<file path="src/rtl/cutoff_defs.svh">
// timing, register map and reset values of the torque cutoff monitor
`ifndef CUTOFF_DEFS_SVH
`define CUTOFF_DEFS_SVH

// clock and timing
`define CUT_CLK_HZ           25000000
`define CUT_MISMATCH_MS      1000
`define CUT_BOTH_OFF_MS      10
`define CUT_RESP_MS          20
`define CUT_MISMATCH_CYC     (`CUT_MISMATCH_MS * (`CUT_CLK_HZ / 1000))
`define CUT_BOTH_OFF_CYC     (`CUT_BOTH_OFF_MS * (`CUT_CLK_HZ / 1000))
`define CUT_RESP_CYC         (`CUT_RESP_MS * (`CUT_CLK_HZ / 1000))

// register offsets
`define CUT_OFS_STATUS       8'h00
`define CUT_OFS_FAULT_CODE   8'h04
`define CUT_OFS_CONFIG       8'h08
`define CUT_OFS_CONTROL      8'h0c
`define CUT_OFS_IRQ_STATUS   8'h10
`define CUT_OFS_IRQ_MASK     8'h14

// status word fields
`define CUT_ST_READY_BIT     0
`define CUT_ST_CHA_BIT       1
`define CUT_ST_CHB_BIT       2
`define CUT_ST_CONTACT_BIT   3
`define CUT_ST_FAULT_LSB     4

// configuration: tens digit selects contact latching
`define CUT_CFG_RESET        16'h0010
`define CUT_CFG_DIGIT_LSB    4
`define CUT_CFG_DIGIT_NOLAT  4'h1
`define CUT_CFG_DIGIT_LATCH  4'h2
`define CUT_CTRL_RESET_BIT   0

// fault codes, reported as plain numbers
`define CUT_CODE_NONE        16'h0000
`define CUT_CODE_BOTH_OFF    16'h01f4
`define CUT_CODE_A_LOSS      16'h01f5
`define CUT_CODE_B_LOSS      16'h01f6
`define CUT_CODE_DIAG        16'h01f7

// interrupt status bits
`define CUT_IRQ_WIDTH        5
`define CUT_IRQ_READY_LOST   4
`endif

</file>
<file path="src/rtl/cutoff_pkg.sv">
// types shared by the torque cutoff monitor
package cutoff_pkg;
  typedef struct packed {
    logic       diag;
    logic       b_loss;
    logic       a_loss;
    logic       both_off;
  } fault_t;

  typedef struct packed {
    logic [7:0]  addr;
    logic [31:0] wdata;
    logic        wr;
    logic        rd;
  } bus_req_t;

  typedef enum logic [1:0] {
    ST_READY  = 2'b00,
    ST_CUTOFF = 2'b01,
    ST_FAULT  = 2'b11
  } mon_state_t;
endpackage

</file>
<file path="src/rtl/pin_sync.sv">
// two flip-flop synchroniser for asynchronous pins
`timescale 1ns/1ps
module pin_sync #(
  parameter int W = 1
) (
  // clock and reset
  input  wire logic         clk_sys,
  input  wire logic         resetn,
  // pins and synchronised levels
  input  wire logic [W-1:0] pin_in,
  output logic      [W-1:0] sync_out
);
  logic [W-1:0] meta_ff;
  logic [W-1:0] sync_ff;

  always_ff @(posedge clk_sys or negedge resetn) begin
    if (!resetn) begin
      meta_ff <= '0;
      sync_ff <= '0;
    end else begin
      meta_ff <= pin_in;
      sync_ff <= meta_ff;
    end
  end

  assign sync_out = sync_ff;
endmodule

</file>
<file path="src/rtl/interval_timer.sv">
// counts cycles while run is high; expired once the limit is reached
`timescale 1ns/1ps
module interval_timer #(
  parameter int W     = 26,
  parameter int LIMIT = 1000
) (
  // clock and reset
  input  wire logic clk_sys,
  input  wire logic resetn,
  // control
  input  wire logic run,
  output logic      expired
);
  localparam logic [W-1:0] LIM = W'(LIMIT);
  logic [W-1:0] cnt_ff;

  always_ff @(posedge clk_sys or negedge resetn) begin
    if (!resetn) begin
      cnt_ff <= '0;
    end else if (!run) begin
      cnt_ff <= '0;
    end else if (cnt_ff != LIM) begin
      cnt_ff <= cnt_ff + W'(1);
    end
  end

  assign expired = run && (cnt_ff == LIM);
endmodule

</file>
<file path="src/rtl/torque_cutoff_monitor.sv">
// dual channel torque cutoff monitor with fault classification
//
// Overview of operation
// - both channels on and no fault: ready, status bit 0 set, gates allowed
// - either channel off forces every gate drive signal off on the third clock edge after the pin falls
// - gates must read back off within 20 ms of a cutoff demand or fault
// - channel b off over 1 s with a on posts fault 502
// - channel a off over 1 s with b on posts fault 501
// - both channels off over 10 ms posts fault 500
// - self-diagnostic failure of the cutoff path posts fault 503
// - any cutoff fault switches all gate drive signals off
// - fault 500 reset accepted only while both channels are on
// - faults 501, 502 and 503 clear only at power-on reset
// - config tens digit 1 selects non-latching, 2 latching status contact
// - latching contact keeps its fault state after the fault clears
// - contact open without fault, closed on 500, open on 501-503
`timescale 1ns/1ps
`include "cutoff_defs.svh"
module torque_cutoff_monitor #(
  parameter int GATES        = 6,
  parameter int MISMATCH_CYC = `CUT_MISMATCH_CYC,
  parameter int BOTH_OFF_CYC = `CUT_BOTH_OFF_CYC,
  parameter int RESP_CYC     = `CUT_RESP_CYC
) (
  // clock and reset
  input  wire logic                 clk_sys,
  input  wire logic                 resetn,
  // safety enable, alarm reset and diagnostic pins
  input  wire logic                 safety_enable_channel_a,
  input  wire logic                 safety_enable_channel_b,
  input  wire logic                 alarm_reset_input,
  input  wire logic                 diag_fail_in,
  // power stage
  input  wire logic [GATES-1:0]     pwm_in,
  input  wire logic [GATES-1:0]     gate_fb,
  output logic      [GATES-1:0]     gate_out,
  // status
  output logic                      drive_ready,
  output logic                      status_contact_closed,
  output logic                      irq,
  // register port
  input  wire cutoff_pkg::bus_req_t bus_req,
  output logic      [31:0]          rd_data
);
  localparam int TW = 26;

  // synchronised pins
  logic [3:0]                 pins_sync;
  logic                       ch_a;
  logic                       ch_b;
  logic                       arst_lvl;
  logic [GATES-1:0]           fb_sync;
  logic                       diag_lvl;
  logic                       arst_prev_ff;

  // timers
  logic                       a_only_low;
  logic                       b_only_low;
  logic                       both_low;
  logic                       a_exp;
  logic                       b_exp;
  logic                       both_exp;
  logic                       resp_run;
  logic                       resp_exp;

  // faults and state
  cutoff_pkg::fault_t         fault_ff;
  cutoff_pkg::fault_t         fault_prev_ff;
  cutoff_pkg::fault_t         fault_new;
  cutoff_pkg::mon_state_t     state_ff;
  cutoff_pkg::mon_state_t     nxt_state;
  logic                       any_fault;
  logic                       torque_en;
  logic                       reset_req;
  logic                       sw_reset;
  logic [GATES-1:0]           gate_ff;
  logic                       ready_ff;
  logic                       contact_ff;
  logic                       nxt_contact;
  logic                       latch_mode;

  // registers
  logic [15:0]                cfg_ff;
  logic [`CUT_IRQ_WIDTH-1:0]  irq_st_ff;
  logic [`CUT_IRQ_WIDTH-1:0]  irq_mask_ff;
  logic [`CUT_IRQ_WIDTH-1:0]  irq_evt;
  logic [`CUT_IRQ_WIDTH-1:0]  irq_w1c;
  logic [31:0]                rd_ff;
  logic [31:0]                nxt_rd;
  logic [31:0]                status_word;
  logic [15:0]                fault_code;

  // pin synchronisers
  pin_sync #(
    .W (4)
  ) u_sync_ctl (
    .clk_sys  (clk_sys),
    .resetn   (resetn),
    .pin_in   ({diag_fail_in, alarm_reset_input,
                safety_enable_channel_b, safety_enable_channel_a}),
    .sync_out (pins_sync)
  );

  pin_sync #(
    .W (GATES)
  ) u_sync_fb (
    .clk_sys  (clk_sys),
    .resetn   (resetn),
    .pin_in   (gate_fb),
    .sync_out (fb_sync)
  );

  assign ch_a     = pins_sync[0];
  assign ch_b     = pins_sync[1];
  assign arst_lvl = pins_sync[2];
  assign diag_lvl = pins_sync[3];

  // channel loss classification
  assign a_only_low = !ch_a && ch_b;
  assign b_only_low = ch_a && !ch_b;
  assign both_low   = !ch_a && !ch_b;

  interval_timer #(
    .W     (TW),
    .LIMIT (MISMATCH_CYC)
  ) u_tmr_a (
    .clk_sys (clk_sys),
    .resetn  (resetn),
    .run     (a_only_low),
    .expired (a_exp)
  );

  interval_timer #(
    .W     (TW),
    .LIMIT (MISMATCH_CYC)
  ) u_tmr_b (
    .clk_sys (clk_sys),
    .resetn  (resetn),
    .run     (b_only_low),
    .expired (b_exp)
  );

  interval_timer #(
    .W     (TW),
    .LIMIT (BOTH_OFF_CYC)
  ) u_tmr_both (
    .clk_sys (clk_sys),
    .resetn  (resetn),
    .run     (both_low),
    .expired (both_exp)
  );

  // gate readback watchdog
  assign resp_run = !torque_en && (|fb_sync);

  interval_timer #(
    .W     (TW),
    .LIMIT (RESP_CYC)
  ) u_tmr_resp (
    .clk_sys (clk_sys),
    .resetn  (resetn),
    .run     (resp_run),
    .expired (resp_exp)
  );

  // fault reset request
  always_ff @(posedge clk_sys or negedge resetn) begin
    if (!resetn) begin
      arst_prev_ff <= 1'b0;
    end else begin
      arst_prev_ff <= arst_lvl;
    end
  end

  assign sw_reset  = bus_req.wr && (bus_req.addr == `CUT_OFS_CONTROL)
                     && bus_req.wdata[`CUT_CTRL_RESET_BIT];
  assign reset_req = sw_reset || (arst_lvl && !arst_prev_ff);

  // fault flags
  always_ff @(posedge clk_sys or negedge resetn) begin
    if (!resetn) begin
      fault_ff <= '0;
    end else begin
      if (both_exp) begin
        fault_ff.both_off <= 1'b1;
      end else if (reset_req && ch_a && ch_b) begin
        fault_ff.both_off <= 1'b0;
      end
      if (a_exp) begin
        fault_ff.a_loss <= 1'b1;
      end
      if (b_exp) begin
        fault_ff.b_loss <= 1'b1;
      end
      if (diag_lvl || resp_exp) begin
        fault_ff.diag <= 1'b1;
      end
    end
  end

  always_ff @(posedge clk_sys or negedge resetn) begin
    if (!resetn) begin
      fault_prev_ff <= '0;
    end else begin
      fault_prev_ff <= fault_ff;
    end
  end

  assign fault_new = fault_ff & ~fault_prev_ff;
  assign any_fault = |fault_ff;

  // torque permission
  assign torque_en = ch_a && ch_b && !any_fault;

  always_ff @(posedge clk_sys or negedge resetn) begin
    if (!resetn) begin
      gate_ff <= '0;
    end else if (torque_en) begin
      gate_ff <= pwm_in;
    end else begin
      gate_ff <= '0;
    end
  end

  assign gate_out = gate_ff;

  // monitor state
  always_comb begin
    case (state_ff)
      cutoff_pkg::ST_READY: begin
        if (any_fault) begin
          nxt_state = cutoff_pkg::ST_FAULT;
        end else if (!(ch_a && ch_b)) begin
          nxt_state = cutoff_pkg::ST_CUTOFF;
        end else begin
          nxt_state = cutoff_pkg::ST_READY;
        end
      end
      cutoff_pkg::ST_CUTOFF: begin
        if (any_fault) begin
          nxt_state = cutoff_pkg::ST_FAULT;
        end else if (ch_a && ch_b) begin
          nxt_state = cutoff_pkg::ST_READY;
        end else begin
          nxt_state = cutoff_pkg::ST_CUTOFF;
        end
      end
      cutoff_pkg::ST_FAULT: begin
        if (any_fault) begin
          nxt_state = cutoff_pkg::ST_FAULT;
        end else begin
          nxt_state = cutoff_pkg::ST_CUTOFF;
        end
      end
      default: begin
        nxt_state = cutoff_pkg::ST_CUTOFF;
      end
    endcase
  end

  always_ff @(posedge clk_sys or negedge resetn) begin
    if (!resetn) begin
      state_ff <= cutoff_pkg::ST_CUTOFF;
    end else begin
      state_ff <= nxt_state;
    end
  end

  always_ff @(posedge clk_sys or negedge resetn) begin
    if (!resetn) begin
      ready_ff <= 1'b0;
    end else begin
      ready_ff <= torque_en;
    end
  end

  assign drive_ready = ready_ff;

  // safety status contact
  assign latch_mode = cfg_ff[`CUT_CFG_DIGIT_LSB +: 4] == `CUT_CFG_DIGIT_LATCH;

  always_comb begin
    nxt_contact = contact_ff;
    if (fault_ff.a_loss || fault_ff.b_loss || fault_ff.diag) begin
      nxt_contact = 1'b0;
    end else if (fault_ff.both_off) begin
      nxt_contact = 1'b1;
    end else if (!latch_mode) begin
      nxt_contact = 1'b0;
    end
  end

  always_ff @(posedge clk_sys or negedge resetn) begin
    if (!resetn) begin
      contact_ff <= 1'b0;
    end else begin
      contact_ff <= nxt_contact;
    end
  end

  assign status_contact_closed = contact_ff;

  // fault code, highest number wins
  always_comb begin
    if (fault_ff.diag) begin
      fault_code = `CUT_CODE_DIAG;
    end else if (fault_ff.b_loss) begin
      fault_code = `CUT_CODE_B_LOSS;
    end else if (fault_ff.a_loss) begin
      fault_code = `CUT_CODE_A_LOSS;
    end else if (fault_ff.both_off) begin
      fault_code = `CUT_CODE_BOTH_OFF;
    end else begin
      fault_code = `CUT_CODE_NONE;
    end
  end

  // output status word
  always_comb begin
    status_word                              = '0;
    status_word[`CUT_ST_READY_BIT]           = ready_ff;
    status_word[`CUT_ST_CHA_BIT]             = ch_a;
    status_word[`CUT_ST_CHB_BIT]             = ch_b;
    status_word[`CUT_ST_CONTACT_BIT]         = contact_ff;
    status_word[`CUT_ST_FAULT_LSB +: 4]      = fault_ff;
  end

  // configuration register
  always_ff @(posedge clk_sys or negedge resetn) begin
    if (!resetn) begin
      cfg_ff <= `CUT_CFG_RESET;
    end else if (bus_req.wr && (bus_req.addr == `CUT_OFS_CONFIG)) begin
      cfg_ff <= bus_req.wdata[15:0];
    end
  end

  // interrupts: set beats write-one-to-clear
  assign irq_evt = {ready_ff && !torque_en, fault_new};
  assign irq_w1c = (bus_req.wr && (bus_req.addr == `CUT_OFS_IRQ_STATUS))
                   ? bus_req.wdata[`CUT_IRQ_WIDTH-1:0] : '0;

  always_ff @(posedge clk_sys or negedge resetn) begin
    if (!resetn) begin
      irq_st_ff <= '0;
    end else begin
      irq_st_ff <= (irq_st_ff & ~irq_w1c) | irq_evt;
    end
  end

  always_ff @(posedge clk_sys or negedge resetn) begin
    if (!resetn) begin
      irq_mask_ff <= '0;
    end else if (bus_req.wr && (bus_req.addr == `CUT_OFS_IRQ_MASK)) begin
      irq_mask_ff <= bus_req.wdata[`CUT_IRQ_WIDTH-1:0];
    end
  end

  assign irq = |(irq_st_ff & irq_mask_ff);

  // read decode
  always_comb begin
    nxt_rd = '0;
    if (!bus_req.rd) begin
      nxt_rd = '0;
    end else if (bus_req.addr == `CUT_OFS_STATUS) begin
      nxt_rd = status_word;
    end else if (bus_req.addr == `CUT_OFS_FAULT_CODE) begin
      nxt_rd = {16'h0000, fault_code};
    end else if (bus_req.addr == `CUT_OFS_CONFIG) begin
      nxt_rd = {16'h0000, cfg_ff};
    end else if (bus_req.addr == `CUT_OFS_IRQ_STATUS) begin
      nxt_rd = {27'h0000000, irq_st_ff};
    end else if (bus_req.addr == `CUT_OFS_IRQ_MASK) begin
      nxt_rd = {27'h0000000, irq_mask_ff};
    end
  end

  always_ff @(posedge clk_sys or negedge resetn) begin
    if (!resetn) begin
      rd_ff <= '0;
    end else begin
      rd_ff <= nxt_rd;
    end
  end

  assign rd_data = rd_ff;
endmodule

</file>
<file path="config.mk">
export PLATFORM = sky130hd
export DESIGN_NAME = torque_cutoff_monitor
export DESIGN_NICKNAME = d
export VERILOG_FILES = /design/src/rtl/cutoff_pkg.sv /design/src/rtl/pin_sync.sv /design/src/rtl/interval_timer.sv /design/src/rtl/torque_cutoff_monitor.sv
export VERILOG_INCLUDE_DIRS = /design/src /design/src/rtl
export SDC_FILE = /design/constraint.sdc
export NUM_CORES = 1
export LEC_CHECK = 0
export BUFFER_PORTS_ARGS = -buffer_cell sky130_fd_sc_hd__buf_2
export CAP_MARGIN = 20
export CORE_ASPECT_RATIO = 0.9
export CORE_MARGIN = 5
export CORE_UTILIZATION = 60
export CTS_BUF_LIST = sky130_fd_sc_hd__clkbuf_2
export DETAILED_ROUTE_END_ITERATION = 10
export HOLD_SLACK_MARGIN = 0.1
export PLACE_DENSITY = 0.89
export SLEW_MARGIN = 5
export SYNTH_ARGS = -nofsm -noshare
export SYNTH_HDL_FRONTEND = slang
export SYNTH_HIERARCHICAL = 1
export SYNTH_SLANG_ARGS = --single-unit
</file>
<file path="constraint.sdc">
create_clock -name clk_sys -period 5.6 [get_ports clk_sys]
set_clock_uncertainty 0.1 [all_clocks]
set_input_delay 0.84 -clock clk_sys [delete_from_list [all_inputs] [get_ports clk_sys]]
set_output_delay 0.84 -clock clk_sys [all_outputs]
set_load 0.02 [all_outputs]
</file>
==> summary.log, run 1 <==
[setup_path] data required time at the worst endpoint 6.12 ns
[global_routing] GRT Resource Usage Total 22.09%
[placement] I/O Buffers 68
[logic_synthesis] Avg Inst Size Synth 10.42 sq um
[clocking] post-CTS setup buffer count 0
[timing] Worst slew margin 43.84%
[detailed_routing] via count normalized by instance count 6.003
[timing] final-report setup violation count 0
[placement] last weighted congestion value of the routability-driven placer 0.8109
[clocking] count of cells resized by post-cts repair 0
[setup_path] critical path start-end classification flip-flop to flip-flop
[run] Maximum Capacitance Violations 0
[clocking] CTS H-tree depth 4
[logic_synthesis] warnings from Yosys 6
[floorplan] boundary pin count 101
[detailed_routing] via count 6819
[timing] top achievable clock speed 344.7 MHz
[clocking] clock latency of the later-clocked register in the worst-skew pair 0.71 ns
[logic_synthesis] Synth Flop Type sky130_fd_sc_hd__dfrtp_1
[finish] number of diodes 0
[outcome] status finished clean
[logic_synthesis] Post-Syn Instances 853
[timing] final hold slack 0.2411 ns
[power_and_ir_drop] Sequential Power Share 59.9%
[floorplan] overall die area 17350 sq um
[logic_synthesis] Netlist Area Pre-Place 8889 sq um
[global_routing] residual overflow from global routing 0
[detailed_routing] drt wl/cell 16.38 um
[power_and_ir_drop] power density cells 243.9 nW/um^2
[clocking] total CTS buffers 17
[finish] commonest non-fill, non-tap cells in the layout 182 x sky130_fd_sc_hd__dfrtp_1, 67 x sky130_fd_sc_hd__buf_2, 59 x sky130_fd_sc_hd__nor2_1
[finish] final-stage net count 994
[setup_path] sort of element at the end of the critical path flip-flop
[power_and_ir_drop] internal cell power 0.001768 W
[clocking] TritonCTS clock tree done
[power_and_ir_drop] logic gate share of total power 7.8%
[power_and_ir_drop] clock network fraction of total power 32.3%
[finish] most common cell after layout, fill and taps aside sky130_fd_sc_hd__dfrtp_1
[global_routing] antenna violations before repair 0
[logic_synthesis] fraction of registers with async set/reset 100.0%
[clocking] quantity of hold-fixing buffers added after cts 11
[logic_synthesis] Cell variety after synth 77
[setup_path] r2r setup slk 2.70 ns
[detailed_routing] Routed Wire Length 18610 um
[setup_path] largest fanout on the critical path 26
[clocking] Clock Tree Root sky130_fd_sc_hd__clkbuf_2
[setup_path] crit path launch type flip-flop
[setup_path] worst r2r path cells 6
[logic_synthesis] sequential cell area fraction in the yosys report 51.53%
[detailed_routing] drt initial violations 638
[clocking] clock input transition at the sequential cells of the worst setup and hold paths 0.23 ns
[setup_path] r2r startpoint fault_ff[3]
[logic_synthesis] number of enable flip-flop cells after synthesis 0
[timing] worst slew pin tran 0.8347 ns
[timing] number of max-slew violations in the final report 0
[min_path] type of the most critical hold path input port to flip-flop
[floorplan] Core Rows 42
[setup_path] Arr. time, crit path 3.42 ns
[finish] number of inserted filler cells in the final layout 1106
[power_and_ir_drop] leakage power 4.303 nW
[timing] final-layout setup total negative slack 0 ns
[global_routing] first-pass GRT wire length 32200 um
[detailed_routing] DRC violations left 0
[finish] filler-free cell count of the finished design 1136
[finish] fraction of final layout cells sized beyond drive strength 1 16.84%
[power_and_ir_drop] post-layout power 0.002369 W
[clocking] total number of clock tree sinks 183
[floorplan] core region area 14610 sq um
[finish] synth-to-layout area growth 9.291%
[setup_path] Reg-to-Reg End fault_ff[3]
[power_and_ir_drop] switch share 25.37%
[global_routing] largest net degree at the start of global routing 67
[placement] count of placed standard cells including taps 1094
[timing] post-route fraction of the period consumed by the critical path 51.81%
[floorplan] die boundary height 125.5 um
[finish] Finished Core Util 66.50%
[timing] setup repair after global routing missed its margin false
[floorplan] Horiz. Die Dim 138.3 um
[clocking] maximum clock path buffer count 2
[global_routing] vias in the first global route 6615
[timing] final hold violations 0
[power_and_ir_drop] switching component of the power 0.0006011 W
[detailed_routing] final antenna-violating net count 0
[placement] post-detail-place hpwl 12730 um
[setup_path] end point of the critical path fault_ff[3]
[floorplan] starting utilization of the core area 60.84%
[power_and_ir_drop] peak supply drop 157.0 uV
[logic_synthesis] post-synthesis sequential element count 183
[timing] final worst path period need 2.901 ns
[detailed_routing] iteration count of the initial detailed-routing pass 5
[setup_path] start point of the critical path fault_ff[3]
worst min-delay path by stage:
stage / startpoint / endpoint / slack [ns] / cells past startpoint
after floorplan: u_sync_ctl/meta_ff[0] / u_sync_ctl/sync_out[0] / 0.23 / 0
after global placement: u_sync_fb/meta_ff[5] / u_sync_fb/sync_out[5] / 0.23 / 0
after detailed placement: u_sync_fb/meta_ff[0] / u_sync_fb/sync_out[0] / 0.24 / 0
after CTS: pwm_in[2] / gate_out[2] / 0.17 / 2
after global routing: pwm_in[4] / gate_out[4] / 0.13 / 2
final: pwm_in[2] / gate_out[2] / 0.24 / 2
critical path, stage by stage, from the launching register on:
cell and delay, ns:
sky130_fd_sc_hd__dfrtp_1 0.53, sky130_fd_sc_hd__nor4_1 0.61, sky130_fd_sc_hd__and3_1 0.45, sky130_fd_sc_hd__a21oi_1 0.17, sky130_fd_sc_hd__clkinv_1 0.45, sky130_fd_sc_hd__nor3_1 0.15
sky130_fd_sc_hd__or3_1 0.36
metal layers:
metal	up-vias	wire [um]	GRT usage (%)
met3	21	917	5.231
met4	0	227	4.532
li1	3195	-	-
met1	3420	8485	31.41
met5	-	0	0
met2	183	8976	35.16
synth_stat cells (8+ instances only):
| cell | number | area, sq um |
|---|---|---|
| sky130_fd_sc_hd__mux2_4 | 10 | 150.1 |
| sky130_fd_sc_hd__nand2_1 | 58 | 217.7 |
| sky130_fd_sc_hd__o31ai_1 | 15 | 112.6 |
| sky130_fd_sc_hd__and3_1 | 21 | 131.4 |
| sky130_fd_sc_hd__mux2_2 | 12 | 135.1 |
| sky130_fd_sc_hd__o21ai_0 | 32 | 160.2 |
| sky130_fd_sc_hd__nor3_1 | 17 | 85.08 |
| sky130_fd_sc_hd__clkbuf_1 | 15 | 56.30 |
| sky130_fd_sc_hd__a21oi_1 | 48 | 240.2 |
| sky130_fd_sc_hd__nand2b_1 | 15 | 93.84 |
| sky130_fd_sc_hd__buf_4 | 17 | 127.6 |
| sky130_fd_sc_hd__inv_1 | 25 | 93.84 |
| sky130_fd_sc_hd__nand3_1 | 47 | 235.2 |
| sky130_fd_sc_hd__and2_1 | 10 | 62.56 |
| sky130_fd_sc_hd__nor4b_1 | 11 | 96.34 |
| sky130_fd_sc_hd__xor2_1 | 23 | 201.4 |
| sky130_fd_sc_hd__or3_1 | 24 | 150.1 |
| sky130_fd_sc_hd__nand4_1 | 28 | 175.2 |
| sky130_fd_sc_hd__xnor2_1 | 20 | 175.2 |
| sky130_fd_sc_hd__ha_1 | 8 | 100.1 |
| sky130_fd_sc_hd__mux2i_1 | 16 | 160.2 |
| sky130_fd_sc_hd__nor4_1 | 16 | 100.1 |
| sky130_fd_sc_hd__or4_1 | 19 | 142.6 |
| sky130_fd_sc_hd__nor2_1 | 59 | 221.5 |
| sky130_fd_sc_hd__dfrtp_1 | 182 | 4554 |
power by group through the flow:
stage	combinational, W	clock [W]	sequential [W]
finish	0.000185	0.000765	0.00142
global placement	0.000169	0	0.00144
CTS	0.000185	0.000787	0.00142
detailed placement	0.000178	0	0.00144
global route	0.000211	0.000850	0.00143
floorplan	0.000116	0	0.00142
layout make-up:
type	count	area [sq um]	area share (%)
flip-flops and latches	183	4581	47.15
inverters	29	108.9	1.121
well taps	198	247.7	2.550
clock inverters	14	206.4	2.125
multi-input cells	612	3999	41.16
repair buffers	83	486.7	5.010
clock buffers	17	85.08	0.8758
state kept, by name (all words and copies together) (netlist names), 6 cells and up:
name	count
gate_out	6
rd_data	16
cfg_ff	16
u_sync_fb/sync_out	6
u_sync_fb/meta_ff	6
u_tmr_b/cnt_ff	26
u_tmr_both/cnt_ff	26
u_tmr_resp/cnt_ff	26
u_tmr_a/cnt_ff	26
per-stage QoR:
step / setup slack (ns) / cell area [sq um]
after CTS: 2.668 / 9714
final: 2.699 / 9714
after global placement: 2.792 / 9313
after detailed placement: 2.693 / 9313
after floorplan: 3.225 / 8945
after global routing: 2.530 / 9714
cells by family after synthesis:
group	Yosys count	share of synthesized area [%]
other	1	0.04219
xor gates and xnor gates	43	4.237
AOI/OAI and AO/OA	123	8.263
and+or+nand+nor	384	25.68
DFF	183	51.53
adders and majority gates	8	1.126
buffers and inverters	73	4.110
muxes	38	5.011
Note: power is estimated with default switching activity, not from simulation.
==> run 2, diff against run 1 <==
--- a/config.mk
+++ b/config.mk
@@ -6,6 +6,7 @@
 export SDC_FILE = /design/constraint.sdc
 export NUM_CORES = 1
 export LEC_CHECK = 0
+export ABC_AREA = 1
 export BUFFER_PORTS_ARGS = -buffer_cell sky130_fd_sc_hd__buf_2
 export CAP_MARGIN = 20
 export CORE_ASPECT_RATIO = 0.9
@@ -14,7 +15,7 @@
 export CTS_BUF_LIST = sky130_fd_sc_hd__clkbuf_2
 export DETAILED_ROUTE_END_ITERATION = 10
 export HOLD_SLACK_MARGIN = 0.1
-export PLACE_DENSITY = 0.89
+export PLACE_DENSITY = 0.88
 export SLEW_MARGIN = 5
 export SYNTH_ARGS = -nofsm -noshare
 export SYNTH_HDL_FRONTEND = slang
==> constraint.sdc (replaced) <==
create_clock -name clk_sys -period 3.04 [get_ports clk_sys]
set_clock_uncertainty 0.1 [all_clocks]
set_input_delay 0.456 -clock clk_sys [delete_from_list [all_inputs] [get_ports clk_sys]]
set_output_delay 0.456 -clock clk_sys [all_outputs]
set_load 0.02 [all_outputs]
==> summary.log, run 2 <==
[outcome] status finished clean
[clocking] TritonCTS clock tree done
[timing] setup repair after global routing missed its margin false
[logic_synthesis] complex-gate fraction of the synthesized area 6.871%
[detailed_routing] final antenna-violating net count 0
[floorplan] boundary pin count 101
[logic_synthesis] warnings from Yosys 6
[setup_path] most frequent CP cell sky130_fd_sc_hd__dlygate4sd3_1
[clocking] clock latency of the later-clocked register in the worst-skew pair 0.74 ns
[logic_synthesis] Avg Inst Size Synth 7.383 sq um
[setup_path] critical path start-end classification input port to flip-flop
[timing] Worst slew margin 59.17%
[setup_path] total number of cells along the worst setup path 11
[logic_synthesis] Post-Synth Simple-Gate Area 36.75%
[detailed_routing] WL met3 1638 um
[detailed_routing] met2 wire length 11270 um
[finish] commonest non-fill, non-tap cells in the layout 338 x sky130_fd_sc_hd__nand2_1, 275 x sky130_fd_sc_hd__nor2_1, 182 x sky130_fd_sc_hd__dfrtp_1
[logic_synthesis] top area cells in the synthesized netlist sky130_fd_sc_hd__dfrtp_1 45%, sky130_fd_sc_hd__nand2_1 13%, sky130_fd_sc_hd__nor2_1 10%, sky130_fd_sc_hd__inv_1 5.7%, sky130_fd_sc_hd__nand3_1 4.9%
[clocking] total CTS buffers 17
[finish] final-stage net count 1553
[power_and_ir_drop] leakage power 5.304 nW
[setup_path] sort of element at the end of the critical path flip-flop
[timing] post-route fraction of the period consumed by the critical path 81.29%
[logic_synthesis] number of enable flip-flop cells after synthesis 0
[setup_path] crit path launch type input port
[logic_synthesis] post-synthesis adder-cell area fraction 0.9976%
[timing] Setup WS post-layout 0.5687 ns
[floorplan] Core Rows 44
[timing] final-report setup violation count 0
[logic_synthesis] combinational family with the most area after synthesis simple AND/OR/NAND/NOR gates
[finish] most common cell after layout, fill and taps aside sky130_fd_sc_hd__nand2_1
[floorplan] die boundary height 132.7 um
[setup_path] buffering stage count on the worst path with inverters included 6
[logic_synthesis] share of synthesized area spent on multiplexers 0%
[timing] top achievable clock speed 404.6 MHz
[setup_path] largest fanout on the critical path 10
[setup_path] cell with the largest stage delay on the worst path sky130_fd_sc_hd__dlygate4sd3_1
[floorplan] overall die area 19410 sq um
[logic_synthesis] post-synthesis sequential element count 183
[placement] last weighted congestion value of the routability-driven placer 0.9557
[setup_path] Reg-to-Reg End fault_ff[3]
[logic_synthesis] xor and xnor fraction of the mapped netlist area 1.309%
[setup_path] end point of the critical path cfg_ff[7]
[detailed_routing] via count normalized by instance count 5.329
[logic_synthesis] Netlist Area Pre-Place 10030 sq um
[detailed_routing] routed length on met1 10730 um
[detailed_routing] iteration count of the initial detailed-routing pass 6
[setup_path] r2r startpoint fault_ff[3]
[detailed_routing] DRC violations left 0
[logic_synthesis] cell taking the most area after synthesis sky130_fd_sc_hd__dfrtp_1
[power_and_ir_drop] peak supply drop 274.5 uV
[detailed_routing] via count 9086
[clocking] Clock Tree Root sky130_fd_sc_hd__clkbuf_2
[timing] worst slew pin tran 0.6125 ns
[clocking] total number of clock tree sinks 183
[timing] final worst path period need 2.471 ns
[setup_path] worst r2r path cells 11
[run] Maximum Capacitance Violations 0
[min_path] type of the most critical hold path input port to async pin
[detailed_routing] Routed Wire Length 24140 um
[clocking] maximum clock path buffer count 2
[clocking] post-CTS setup buffer count 0
[clocking] count of cells resized by post-cts repair 0
[setup_path] start point of the critical path bus_req[39]
[clocking] quantity of hold-fixing buffers added after cts 45
[global_routing] residual overflow from global routing 0
[logic_synthesis] sequential cell area fraction in the yosys report 45.65%
[timing] final hold violations 0
[setup_path] slowest stage delay, CP 0.60 ns
[timing] final-layout setup total negative slack 0 ns
[detailed_routing] drt initial violations 978
[logic_synthesis] fraction of synthesized cell area taken by the top area cell type 45.39%
[detailed_routing] drt wl/cell 14.16 um
[finish] synth-to-layout area growth 12.40%
[setup_path] sequence of cells on the critical path dlygate4sd3_1 > buf_2 > inv_1 > nand2_1 > dlygate4sd3_1 > nor2_4 > nand2_4 > clkinv_4 > nand3_1 > dlygate4sd3_1 > nand2_1
[finish] fraction of final layout cells sized beyond drive strength 1 14.36%
[setup_path] Arr. time, crit path 3.03 ns
[setup_path] r2r setup slk 0.67 ns
[global_routing] largest net degree at the start of global routing 78
[logic_synthesis] ranking of synthesized cells by instance count 338 x sky130_fd_sc_hd__nand2_1, 275 x sky130_fd_sc_hd__nor2_1, 182 x sky130_fd_sc_hd__dfrtp_1
[floorplan] starting utilization of the core area 61.57%
[placement] post-placement worst setup slack 0.7198 ns
[finish] filler-free cell count of the finished design 1705
[logic_synthesis] Post-Syn Instances 1359
[global_routing] GRT Resource Usage Total 25.71%
[placement] count of placed standard cells including taps 1628
[logic_synthesis] Cell variety after synth 44
[global_routing] vias in the first global route 8706
[global_routing] first-pass GRT wire length 41550 um
[logic_synthesis] fraction of registers with async set/reset 100.0%
[placement] post-detail-place hpwl 16970 um
[floorplan] core region area 16300 sq um
[clocking] CTS H-tree depth 4
[logic_synthesis] most used standard cell by instance count after synthesis sky130_fd_sc_hd__nand2_1
[global_routing] antenna violations before repair 1
[clocking] clock input transition at the sequential cells of the worst setup and hold paths 0.27 ns
[timing] number of max-slew violations in the final report 0
[detailed_routing] highest metal layer with signal wires met4
[logic_synthesis] Synth Flop Type sky130_fd_sc_hd__dfrtp_1
[power_and_ir_drop] power density cells 387.6 nW/um^2
[floorplan] Horiz. Die Dim 146.3 um
[setup_path] cell family with most CP delay buffers and inverters
[setup_path] data required time at the worst endpoint 3.60 ns
[finish] Finished Core Util 69.20%
[timing] final hold slack 0.1378 ns
[placement] I/O Buffers 68
-- run 2: cell count changes after synthesis, sizes merged, moves of 25 or more --
cell | before | now
inv | 25 | 169
nand3 | 47 | 102
nand2 | 59 | 368
nor2 | 59 | 315
and3 | 25 | 0
or3 | 29 | 0
-- run 2: cell type report --
type | instances | area, sq um
fill | 1290 | 5019
multi-input combinational | 991 | 4668
sequential | 183 | 4581
timing repair buffer | 121 | 872.1
inverter | 171 | 646.9
tap | 207 | 259.0
clock inverter | 13 | 157.7
clock buffer | 18 | 90.09
antenna | 1 | 2.502
-- run 2: how the worst min path moves through the flow --
| stage | slack (ns) | endpoint | start |
|---|---|---|---|
| floorplan | 0.06 | arst_prev_ff | resetn |
| global placement | 0.23 | u_sync_fb/sync_out[3] | u_sync_fb/meta_ff[3] |
| detailed placement | 0.23 | u_sync_ctl/sync_out[1] | u_sync_ctl/meta_ff[1] |
| CTS | 0.10 | fault_ff[0] | bus_req[34] |
| global route | 0.12 | u_tmr_resp/cnt_ff[12] | resetn |
| finish | 0.14 | drive_ready | resetn |
-- run 2: layer usage --
layer,track usage (%),vias to the layer above
li1,-,4467
met1,35.44,4258
met2,41.76,316
met3,4.993,45
met4,7.471,0
met5,0,-
-- run 2: power by group --
group | switching (W) | total [W] | internal, W
Combinational | 0.000305 | 0.000475 | 0.000170
Clock | 0.000823 | 0.00127 | 0.000450
Sequential | 0.0000993 | 0.00262 | 0.00252
Total | 0.00123 | 0.00437 | 0.00314
-- run 2: kinds of logic after synthesis --
family | after synthesis
xor gates and xnor gates | 15
other | 1
DFF | 183
adders and majority gates | 8
buffers and inverters | 200
and+or+nand+nor | 831
AOI/OAI and AO/OA | 121
-- run 2: per-stage QoR --
step / power, W / cell area [sq um]
finish: 0.004371 / 11280
global route: 0.004585 / 11280
CTS: 0.004389 / 11270
detailed placement: 0.003093 / 10580
global placement: 0.003064 / 10580
floorplan: 0.002934 / 10090
==> run 3, diff against run 2 <==
==> constraint.sdc (replaced) <==
create_clock -name clk_sys -period 2.42 [get_ports clk_sys]
set_clock_uncertainty 0.1 [all_clocks]
set_input_delay 0.363 -clock clk_sys [delete_from_list [all_inputs] [get_ports clk_sys]]
set_output_delay 0.363 -clock clk_sys [all_outputs]
set_load 0.02 [all_outputs]
==> summary.log, run 3 (synthesis results as in run 2) <==
[setup_path] data required time at the worst endpoint 2.98 ns
[outcome] status finished, violations left
[clocking] clock latency of the later-clocked register in the worst-skew pair 0.78 ns
[detailed_routing] DRC violations left 0
[global_routing] residual overflow from global routing 0
[setup_path] sort of element at the end of the critical path flip-flop
[detailed_routing] Routed Wire Length 25740 um
[detailed_routing] final antenna-violating net count 0
[clocking] maximum clock path buffer count 2
[min_path] type of the most critical hold path input port to flip-flop
[floorplan] die boundary height 132.7 um
[placement] last weighted congestion value of the routability-driven placer 0.9221
[finish] most common cell after layout, fill and taps aside sky130_fd_sc_hd__nand2_1
[floorplan] starting utilization of the core area 61.57%
[placement] I/O Buffers 68
[global_routing] antenna violations before repair 1
[timing] final-report setup violation count 1
[finish] number of inserted filler cells in the final layout 1198
[timing] final worst path period need 2.470 ns
[setup_path] largest fanout on the critical path 5
[clocking] TritonCTS clock tree done
[placement] post-placement worst setup slack 0.4768 ns
[detailed_routing] iteration count of the initial detailed-routing pass 5
[timing] Worst slew margin 65.86%
[run] Maximum Capacitance Violations 0
[floorplan] overall die area 19410 sq um
[timing] number of max-slew violations in the final report 0
[detailed_routing] via count 9511
[global_routing] largest net degree at the start of global routing 56
[detailed_routing] drt initial violations 1065
[power_and_ir_drop] peak supply drop 280.4 uV
[clocking] total CTS buffers 17
[setup_path] cell family with most CP delay buffers and inverters
[finish] fraction of final layout cells sized beyond drive strength 1 14.75%
[finish] final-stage net count 1594
[finish] synth-to-layout area growth 17.06%
[global_routing] GRT Resource Usage Total 26.70%
[setup_path] Arr. time, crit path 3.03 ns
[placement] post-detail-place hpwl 17310 um
[setup_path] crit path launch type input port
[timing] worst slew pin tran 0.5121 ns
[setup_path] critical path start-end classification input port to flip-flop
[finish] commonest non-fill, non-tap cells in the layout 337 x sky130_fd_sc_hd__nand2_1, 275 x sky130_fd_sc_hd__nor2_1, 182 x sky130_fd_sc_hd__dfrtp_1
[power_and_ir_drop] leakage power 5.513 nW
[setup_path] most frequent CP cell sky130_fd_sc_hd__dlygate4sd3_1
[clocking] CTS H-tree depth 4
[floorplan] Horiz. Die Dim 146.3 um
[detailed_routing] via count normalized by instance count 5.444
[timing] final hold violations 0
[timing] final-layout setup total negative slack -0.04969 ns
[timing] Setup WS post-layout -0.04969 ns
[timing] post-route fraction of the period consumed by the critical path 102.1%
[clocking] total number of clock tree sinks 183
[power_and_ir_drop] post-layout power 0.005690 W
[clocking] Clock Tree Root sky130_fd_sc_hd__clkbuf_2
[floorplan] boundary pin count 101
[setup_path] buffering stage count on the worst path with inverters included 4
[setup_path] cell with the largest stage delay on the worst path sky130_fd_sc_hd__dlygate4sd3_1
[clocking] clock input transition at the sequential cells of the worst setup and hold paths 0.24 ns
[floorplan] Core Rows 44
[global_routing] first-pass GRT wire length 43030 um
[detailed_routing] drt wl/cell 14.73 um
[global_routing] vias in the first global route 9108
[floorplan] core region area 16300 sq um
[setup_path] slowest stage delay, CP 0.62 ns
[setup_path] sequence of cells on the critical path dlygate4sd3_1 > buf_2 > nor2_1 > dlygate4sd3_1 > nand3_1 > nor2_1 > dlygate4sd3_1 > nand2_1 > o21ai_0 > o21ai_0
[timing] top achievable clock speed 404.9 MHz
[outcome] violations in the final reports negative setup slack
[power_and_ir_drop] power density cells 484.4 nW/um^2
==> run 3: cell type report <==
cell class                 count  area, sq um  share of cell area [%]
multi-input combinational    991         4687                   39.91
tap                          207        259.0                   2.205
inverter                     171        646.9                   5.508
antenna                        1        2.502                 0.02131
timing repair buffer         162         1296                   11.04
clock inverter                14        182.7                   1.555
clock buffer                  18        90.09                  0.7670
sequential                   183         4581                   39.00
==> run 3: layer usage <==
layer / up-vias / wire length (um) / global-route usage, %
met4: 0 / 489 / 7.524
li1: 4559 / - / -
met5: - / 0 / 0
met1: 4465 / 11080 / 35.89
met2: 426 / 12320 / 44.18
met3: 61 / 1848 / 5.643
==> run 3: per-stage QoR <==
step	util, %	cell area, sq um	hold slack [ns]	cells
floorplan	-	10090	-0.03259	1374
global placement	65.26	10630	0.2322	1634
detailed placement	65.26	10630	0.2347	1634
CTS	71.52	11650	0.1011	1739
global route	72.07	11750	0.1002	1747
finish	72.07	11750	0.1587	1747
==> run 3: where the power goes <==
| part | switching [W] | total [W] | internal, W | leakage, nW |
|---|---|---|---|---|
| registers | 0.000129 | 0.00330 | 0.00317 | 2.41 |
| logic | 0.000408 | 0.000666 | 0.000258 | 2.96 |
| clock network | 0.00106 | 0.00172 | 0.000668 | 0.145 |
| total | 0.00159 | 0.00569 | 0.00410 | 5.51 |
==> run 3: final timing paths <==
check / startpoint / to / slack (ns) / cells past startpoint
worst max-delay path: bus_req[35] / irq_st_ff[3] / -0.05 / 10
worst min-delay path: gate_fb[2] / u_sync_fb/meta_ff[2] / 0.16 / 2
worst max register to register: irq_mask_ff[4] / rd_data[4] / 0.35 / 6
worst min register to register: u_sync_fb/meta_ff[5] / u_sync_fb/sync_out[5] / 0.22 / 0
max in group asynchronous: resetn / u_sync_fb/meta_ff[4] / 1.28 / 4
min in group asynchronous: resetn / irq_mask_ff[3] / 0.59 / 4
==> run 3: repair_timing <==
item,CTS,global route
buffers inserted,0,3
endpoints found under the setup margin,0,3
gates resized for setup,0,6
hold buffers,73,4
hold endpoints to repair,242,4
